==> src/shared/sba_pkg.sv <==
// shared constants and types for the system bus arbiter
package sba_pkg;
  // priority select settings
  typedef enum logic [1:0]
  {
    SBA_PRI_CPU = 2'h0,
    SBA_PRI_DMA = 2'h1,
    SBA_PRI_DMA_STRONG = 2'h2
  } sba_pri_t;
  // default bridge request codes
  localparam logic [1:0] SBA_REQ_IDLE = 2'h0;
  localparam logic [1:0] SBA_REQ_DMA = 2'h1;
  localparam logic [1:0] SBA_REQ_ATOMIC = 2'h2;
  localparam logic [1:0] SBA_REQ_PREEMPT = 2'h3;
  // processor cycle command idle code
  localparam logic [2:0] SBA_CPU_CMD_IDLE = 3'h0;
  // bridge cycle command idle code
  localparam logic [2:0] SBA_IO_CMD_IDLE = 3'h0;
  // acknowledge codes
  localparam logic [1:0] SBA_IO_ACK_NONE = 2'h0;
  localparam logic [1:0] SBA_IO_ACK_OK = 2'h1;
  localparam logic [2:0] SBA_CPU_ACK_NONE = 3'h0;
endpackage

==> src/shared/sba_if.sv <==
// interface between the arbiter and the bridge
`timescale 1ns/1ps
`default_nettype none
interface sba_if;
  logic [1:0] bridge_bus_request;
  logic [2:0] bridge_cycle_cmd;
  logic bridge_bus_grant;
  logic [1:0] bridge_cycle_ack;
  logic cache_hold_ack;
  modport arbiter
  (
    input bridge_bus_request,
    input bridge_cycle_cmd,
    output bridge_bus_grant,
    output bridge_cycle_ack
  );
  modport bridge
  (
    output bridge_bus_request,
    output bridge_cycle_cmd,
    output cache_hold_ack,
    input bridge_bus_grant,
    input bridge_cycle_ack
  );
endinterface
`default_nettype wire

==> src/verilog/sba_arbiter.sv <==
// arbiter end: decides owner of the shared system bus and cache
`timescale 1ns/1ps
`default_nettype none
module sba_arbiter #(
  parameter logic [1:0] REQ_IDLE = sba_pkg::SBA_REQ_IDLE,
  parameter logic [1:0] REQ_DMA = sba_pkg::SBA_REQ_DMA,
  parameter logic [1:0] REQ_ATOMIC = sba_pkg::SBA_REQ_ATOMIC,
  parameter logic [1:0] REQ_PREEMPT = sba_pkg::SBA_REQ_PREEMPT
)
(
  // clock and reset
  input wire logic i_sys_clk,
  input wire logic i_sys_rst,
  // bridge side
  sba_if.arbiter bus,
  // processor side
  input wire logic [2:0] i_cpu_cycle_cmd,
  input wire logic i_cpu_done,
  input wire logic i_cpu_hold_ack,
  output logic o_cache_hold_request,
  output logic o_cpu_suspend,
  // control and status
  input wire sba_pkg::sba_pri_t i_dma_priority_select,
  input wire logic i_dma_release_ok,
  input wire logic i_dma_done,
  output logic o_cpu_owner,
  output logic o_bridge_granted
);

  // ==========================================================
  // state
  typedef enum logic [1:0]
  {
    SBA_ST_CPU = 2'h0,
    SBA_ST_DMA = 2'h1,
    SBA_ST_REL = 2'h2,
    SBA_ST_WAIT = 2'h3
  } sba_state_t;

  sba_state_t state_q;
  sba_state_t state_d;
  logic hold_ack_meta_q;
  logic hold_ack_q;
  logic [1:0] req_q;
  logic [1:0] req_prev_q;
  logic cpu_busy_q;
  logic grant_q;
  logic hold_q;
  logic suspend_q;
  logic [1:0] ack_q;
  logic owner_q;
  logic hold_d;
  logic cpu_start;
  logic req_any;
  logic req_sticky;
  logic dma_wins;

  // ==========================================================
  // input synchronisers for the hold ack and bridge request pins
  always_ff @(posedge i_sys_clk)
  begin
    if (i_sys_rst)
    begin
      hold_ack_meta_q <= 1'b0;
      hold_ack_q <= 1'b0;
    end
    else
    begin
      hold_ack_meta_q <= i_cpu_hold_ack;
      hold_ack_q <= hold_ack_meta_q;
    end
  end

  always_ff @(posedge i_sys_clk)
  begin
    if (i_sys_rst)
    begin
      req_q <= REQ_IDLE;
      req_prev_q <= REQ_IDLE;
    end
    else
    begin
      req_q <= bus.bridge_bus_request;
      req_prev_q <= req_q;
    end
  end

  // ==========================================================
  // request decode
  always_comb
  begin
    req_any = (req_q != REQ_IDLE);
    // command is a started transaction; ignored under hold
    cpu_start = (i_cpu_cycle_cmd != sba_pkg::SBA_CPU_CMD_IDLE) && !hold_q && !hold_ack_q;
    // strong keeps bus; atomic or preempt never release
    req_sticky = (req_q == REQ_ATOMIC) || (req_q == REQ_PREEMPT) ||
      ((i_dma_priority_select == sba_pkg::SBA_PRI_DMA_STRONG) && req_any);
    // processor priority; plain request no extra precedence
    // processor already started wins unless preempt has suspended it; atomic as plain here
    dma_wins = req_any && ((!cpu_busy_q && !cpu_start) || suspend_q);
  end

  always_ff @(posedge i_sys_clk)
  begin
    if (i_sys_rst)
    begin
      cpu_busy_q <= 1'b0;
    end
    else if (cpu_start)
    begin
      cpu_busy_q <= 1'b1;
    end
    else if (i_cpu_done)
    begin
      cpu_busy_q <= 1'b0;
    end
  end

  // ==========================================================
  // ownership state machine
  always_comb
  begin
    state_d = state_q;
    case (state_q)
      SBA_ST_CPU:
      begin
        // processor default; dma win takes cache
        if (dma_wins)
        begin
          state_d = SBA_ST_DMA;
        end
      end
      SBA_ST_DMA:
      begin
        if (i_dma_done)
        begin
          state_d = SBA_ST_WAIT;
        end
        else if (i_dma_release_ok && !req_sticky)
        begin
          state_d = SBA_ST_REL;
        end
      end
      SBA_ST_REL:
      begin
        if (i_dma_done)
        begin
          state_d = SBA_ST_WAIT;
        end
      end
      SBA_ST_WAIT:
      begin
        // atomic in progress keeps serving bridge
        if ((req_q == REQ_ATOMIC) && hold_q)
        begin
          state_d = SBA_ST_DMA;
        end
        // wait for hold ack to drop
        else if (!hold_ack_q)
        begin
          state_d = SBA_ST_CPU;
        end
      end
      default:
      begin
        state_d = SBA_ST_CPU;
      end
    endcase
  end

  always_ff @(posedge i_sys_clk)
  begin
    if (i_sys_rst)
    begin
      state_q <= SBA_ST_CPU;
    end
    else
    begin
      state_q <= state_d;
    end
  end

  // ==========================================================
  // outputs
  always_comb
  begin
    hold_d = (state_d == SBA_ST_DMA) || (state_d == SBA_ST_REL) ||
      ((state_d == SBA_ST_WAIT) && (state_q != SBA_ST_WAIT));
  end

  always_ff @(posedge i_sys_clk)
  begin
    if (i_sys_rst)
    begin
      grant_q <= 1'b0;
      hold_q <= 1'b0;
      owner_q <= 1'b1;
      ack_q <= sba_pkg::SBA_IO_ACK_NONE;
    end
    else
    begin
      grant_q <= (state_d == SBA_ST_DMA);
      hold_q <= hold_d;
      owner_q <= !hold_d;
      ack_q <= ((state_q != SBA_ST_CPU) && (state_q != SBA_ST_WAIT) && i_dma_done) ?
        sba_pkg::SBA_IO_ACK_OK : sba_pkg::SBA_IO_ACK_NONE;
    end
  end

  always_ff @(posedge i_sys_clk)
  begin
    if (i_sys_rst)
    begin
      suspend_q <= 1'b0;
    end
    else if ((req_q == REQ_PREEMPT) && cpu_busy_q)
    begin
      suspend_q <= 1'b1;
    end
    else if ((req_prev_q == REQ_PREEMPT) && (req_q != REQ_PREEMPT))
    begin
      suspend_q <= 1'b0;
    end
  end

  assign bus.bridge_bus_grant = grant_q;
  assign bus.bridge_cycle_ack = ack_q;
  assign o_cache_hold_request = hold_q;
  assign o_cpu_suspend = suspend_q;
  assign o_cpu_owner = owner_q;
  assign o_bridge_granted = grant_q;

endmodule
`default_nettype wire

==> src/flat_wrapper.sv <==
// flat-port wrapper written by rule: the top's interface ports become plain ports
module sba_arbiter_flat 
#(
  parameter logic [1:0] REQ_IDLE = sba_pkg::SBA_REQ_IDLE,
  parameter logic [1:0] REQ_DMA = sba_pkg::SBA_REQ_DMA,
  parameter logic [1:0] REQ_ATOMIC = sba_pkg::SBA_REQ_ATOMIC,
  parameter logic [1:0] REQ_PREEMPT = sba_pkg::SBA_REQ_PREEMPT
)
  (i_sys_clk, i_sys_rst, i_cpu_cycle_cmd, i_cpu_done, i_cpu_hold_ack, o_cache_hold_request, o_cpu_suspend, i_dma_priority_select, i_dma_release_ok, i_dma_done, o_cpu_owner, o_bridge_granted, bus_bridge_bus_request, bus_bridge_cycle_cmd, bus_bridge_bus_grant, bus_bridge_cycle_ack);
  sba_if bus_i ();
  input wire logic i_sys_clk;
  input wire logic i_sys_rst;
  input wire logic [2:0] i_cpu_cycle_cmd;
  input wire logic i_cpu_done;
  input wire logic i_cpu_hold_ack;
  output logic o_cache_hold_request;
  output logic o_cpu_suspend;
  input wire sba_pkg::sba_pri_t i_dma_priority_select;
  input wire logic i_dma_release_ok;
  input wire logic i_dma_done;
  output logic o_cpu_owner;
  output logic o_bridge_granted;
  input wire logic [$bits(bus_i.bridge_bus_request)-1:0] bus_bridge_bus_request;
  input wire logic [$bits(bus_i.bridge_cycle_cmd)-1:0] bus_bridge_cycle_cmd;
  output wire logic [$bits(bus_i.bridge_bus_grant)-1:0] bus_bridge_bus_grant;
  output wire logic [$bits(bus_i.bridge_cycle_ack)-1:0] bus_bridge_cycle_ack;
  assign bus_i.bridge_bus_request = bus_bridge_bus_request;
  assign bus_i.bridge_cycle_cmd = bus_bridge_cycle_cmd;
  assign bus_bridge_bus_grant = bus_i.bridge_bus_grant;
  assign bus_bridge_cycle_ack = bus_i.bridge_cycle_ack;
  sba_arbiter #(.REQ_IDLE(REQ_IDLE), .REQ_DMA(REQ_DMA), .REQ_ATOMIC(REQ_ATOMIC), .REQ_PREEMPT(REQ_PREEMPT)) u_core (.i_sys_clk(i_sys_clk), .i_sys_rst(i_sys_rst), .bus(bus_i), .i_cpu_cycle_cmd(i_cpu_cycle_cmd), .i_cpu_done(i_cpu_done), .i_cpu_hold_ack(i_cpu_hold_ack), .o_cache_hold_request(o_cache_hold_request), .o_cpu_suspend(o_cpu_suspend), .i_dma_priority_select(i_dma_priority_select), .i_dma_release_ok(i_dma_release_ok), .i_dma_done(i_dma_done), .o_cpu_owner(o_cpu_owner), .o_bridge_granted(o_bridge_granted));
endmodule
==> config.mk <==
export PLATFORM = sky130hd
export DESIGN_NAME = sba_arbiter_flat
export DESIGN_NICKNAME = d
export VERILOG_FILES = /design/src/shared/sba_pkg.sv /design/src/shared/sba_if.sv /design/src/verilog/sba_arbiter.sv /design/src/flat_wrapper.sv
export SDC_FILE = /design/constraint.sdc
export NUM_CORES = 1
export LEC_CHECK = 0
export ABC_AREA = 1
export BUFFER_PORTS_ARGS = -buffer_cell sky130_fd_sc_hd__buf_2
export CAP_MARGIN = 20
export CELL_PAD_IN_SITES_DETAIL_PLACEMENT = 1
export CELL_PAD_IN_SITES_GLOBAL_PLACEMENT = 1
export CORE_ASPECT_RATIO = 1.25
export CORE_UTILIZATION = 33
export DETAILED_ROUTE_END_ITERATION = 10
export MAX_ROUTING_LAYER = met4
export PLACE_DENSITY_LB_ADDON = 0.1
export SKIP_CTS_REPAIR_TIMING = 1
export SLEW_MARGIN = 10
export SYNTH_ARGS = -nofsm -noshare
export SYNTH_HDL_FRONTEND = slang
export SYNTH_SLANG_ARGS = --single-unit
==> constraint.sdc <==
create_clock -name i_sys_clk -period 2.1 [get_ports i_sys_clk]
set_clock_uncertainty 0.05 [all_clocks]
set_input_delay 0.315 -clock i_sys_clk [delete_from_list [all_inputs] [get_ports i_sys_clk]]
set_output_delay 0.315 -clock i_sys_clk [all_outputs]
set_load 0.005 [all_outputs]
==> results.txt <==
The internal power of the cells is 550 uW. In this run the horizontal extent of the chip is 42.7 um. The max-slew violation count is 0.

The hold-critical path depth came out at 3. For this run, the number of Yosys warnings is 0. The final cycle utilization of the critical path is 0.868.

The synthesized instance count is 93. The critical path is of the reg -> reg type. The worst register-to-register path begins at u_core.state_q[0]. The part of the power in the clock network is 0.227.

The row count is 18. In this run the power density over the cells is 1040 mW/mm2. The region available for standard cell placement spans 0.00196 mm2. The post-synthesis instance area is 684 um2.

The number of inserted diodes came out at 0. The total die area came out at 0.00226 mm2. The ratio of routed vias to standard cells is 4.47. The biggest cell delay along the critical path is 0.39 ns. The worst hold path class is in -> reg. The total via count after detailed routing came out at 590.

At the end of the flow, the number of nets in the layout was 135. The worst-case setup margin in the final layout came out at 0.278 ns. The overall overflow remaining after global route came out at 0. The half-perimeter wire length of the detailed placement result came out at 1020 um.

The clock transition time at the flip-flop clock pins of the worst setup and hold paths is 0.09 ns. The combined global-route utilization of all metal layers is 0.136. The number of distinct library cells after synthesis came out at 19. The startpoint type of the worst setup path is a flop. The share of final-layout standard cells stronger than drive strength 1 came out at 0.250. In the final layout, the registers with the most flip-flops are u_core.req_prev_q: 2 flops, u_core.req_q: 2 flops, u_core.state_q: 2 flops. Setup violations remaining at the end of the flow were counted as 0. In this run, synthesis produced a sequential element count of 14.

The setup slack on the worst flop-to-flop path came out at 0.28 ns. The clock insertion delay at the later pin of the skew report came out at 0.28 ns. The highest net fanout along the worst path came out at 6. In the final routed layout, each cell accounts on average for 9.66 um. The global placer's final weighted congestion is 0.772.

At the worst endpoint, the required time is 2.21 ns. In this run, placement finished with an instance count of 128. Across the VDD grid, the largest voltage drop is 359 uV.

The portion of total power attributed to combinational logic came out at 0.354. The capture instance of the worst register-to-register path is u_core.o_cache_hold_request. For this configuration, the core starts out at a cell density of 0.349. The total iterations of the first detailed-routing run came out at 4. The number of I/O port buffers is 18. The library cells used most frequently in the layout, excluding fill and tap cells, are inv_1, buf_2, nor2_1. The number of antenna violations at the first check in global routing is 0. Of the total power, the share spent switching nets is 0.346. The run finished with clean final reports. Yosys attributes the largest share of cell area to dfxtp_1, ha_1, inv_1.

The leakage power summed over all cells is 0.452 nW. The signal on the critical path passes through inv_1, ha_1, inv_1, nor2_1, nor3_1, nand2_1, nand2_1, inv_1, ha_1, a21oi_1, nor2_1. For hold timing, the worst endpoint is u_core.req_q[0]. The number of remaining DRC errors came out at 0.

The fmax is 0.549 GHz. The final sum of negative setup slack came out at 0 ns. The number of max-cap violations is 0. The root buffer cell chosen for the clock tree is clkbuf_4. The biggest area contributor in the post-synthesis netlist is dfxtp_1. The area added between synthesis and finish is 18.5%.

The worst-case reg-to-reg path depth came out at 11. The reported net switching power came out at 291 uW. At the placement stage, the worst setup path has a slack of 0.201 ns. The maximum buffer depth of the clock tree is 2.

The startpoint of the most critical hold path is bus_bridge_bus_request[0]. The wire length after detailed routing is 1280 um. The number of nets with antenna violations after detailed routing is 0. For this run, the register share of the synthesized area comes to 0.410.

Subtracting the final worst setup slack from the clock period gives 1.82 ns. After synthesis, the mean cell area works out to 7.36 um2. Among all stages on the critical path, the largest delay is contributed by dfxtp_2. The total design power is 840 uW. The total count of hold-check failures in the final report came out at 0.

The via count of the first global-routing pass is 581. When the netlist entered floorplanning its net count stood at 115. Pin placement for this block handled 23 I/O pins. TritonCTS built the clock tree. The area fraction of the dominant cell type after synthesis came out at 0.410. The number of sinks driven by the clock tree came out at 14.

The worst setup path is captured at a flop. STA puts the critical path data arrival time at 1.93 ns. The wire length of the first global-routing pass came out at 2190 um.

The number of DRC violations after detailed-routing iteration 0 came out at 2. The CTS buffer count is 3. From bottom edge to top edge, the die measures 52.9 um. The number of H-tree levels came out at 1.

Setup repair after global routing left no endpoint under its margin. The final instance count without filler cells is 132. The cell that appears most often on the critical path is inv_1. The fraction of power consumed by sequential logic is 0.419. The maximum number of pins on one net before global-route repair came out at 14.
==> through the flow <==
stage,hold slack (ns),utilization,cell area (um2)
6_report,0.183,0.414,811
5_1_grt,0.175,0.414,811
4_1_cts,0.171,0.413,810
3_5_place_dp,0.351,0.395,773
3_3_place_gp,0.346,0.395,773
2_1_floorplan,0.334,-,684
==> kinds of logic (layout without fill, tap and decap cells) <==
logic type | Yosys count | in the layout | synth area share
and+or+nand+nor | 41 | 41 | 0.260
other | 1 | 1 | 0.00548
DFF | 14 | 14 | 0.410
AOI/OAI and AO/OA | 9 | 9 | 0.0731
buffers and inverters | 22 | 41 | 0.143
adders and majority gates | 6 | 6 | 0.110
==> power groups by stage <==
stage	clock network [mW]	logic (mW)	registers, mW
CTS	0.203	0.308	0.350
floorplan	0	0.225	0.351
detailed placement	0	0.306	0.355
global placement	0	0.297	0.357
global route	0.215	0.359	0.359
finish	0.191	0.297	0.352
==> cells in the mapped netlist <==
library cell  instances
nor3_1                1
nand3b_1              1
nand3_2               1
ha_1                  6
buf_4                 2
or2_2                 1
conb_1                1
nand3_1               2
nor2_1               17
and3_1                1
dfxtp_1              14
nand2_1              15
inv_1                18
nand2_2               2
buf_6                 1
o21bai_1              2
inv_2                 1
o21ai_0               1
a21oi_1               6
==> critical path: cells and delay by family (launching register included) <==
family          cells  cell delay, ns
compound gates      1            0.12
fa+ha+maj           2            0.46
buf+inv             3            0.23
flops               1            0.39
simple gates        5            0.46
==> area by class of cell <==
cell class | count | area [um2]
fillers | 260 | 1150
flip-flops and latches | 14 | 282
inverters | 19 | 71.3
well taps | 20 | 25.0
clock buffers | 4 | 36.3
repair buffers | 18 | 90.1
multi-input cells | 57 | 307
==> routing by layer <==
| metal | GRT usage | up-vias | wire length, um |
|---|---|---|---|
| met5 | - | - | 0 |
| met4 | 0.0781 | 0 | 16 |
| met3 | 0.0341 | 2 | 76 |
| met2 | 0.242 | 15 | 632 |
| met1 | 0.134 | 262 | 549 |
| li1 | - | 311 | - |
==> worst max path at each step <==
stage,start,depth (start not counted),endpoint,slack [ns]
final,u_core.state_q[0],11,u_core.o_cache_hold_request,0.28
after CTS,u_core.state_q[0],11,u_core.o_cache_hold_request,0.18
after floorplan,u_core.state_q[0],12,u_core.o_cpu_owner,0.42
after global placement,u_core.state_q[0],11,u_core.o_cache_hold_request,0.22
after global routing,u_core.state_q[0],12,u_core.o_cpu_owner,0.04
after detailed placement,u_core.state_q[0],11,u_core.o_cache_hold_request,0.20
Power figures use the tool's default switching activity.
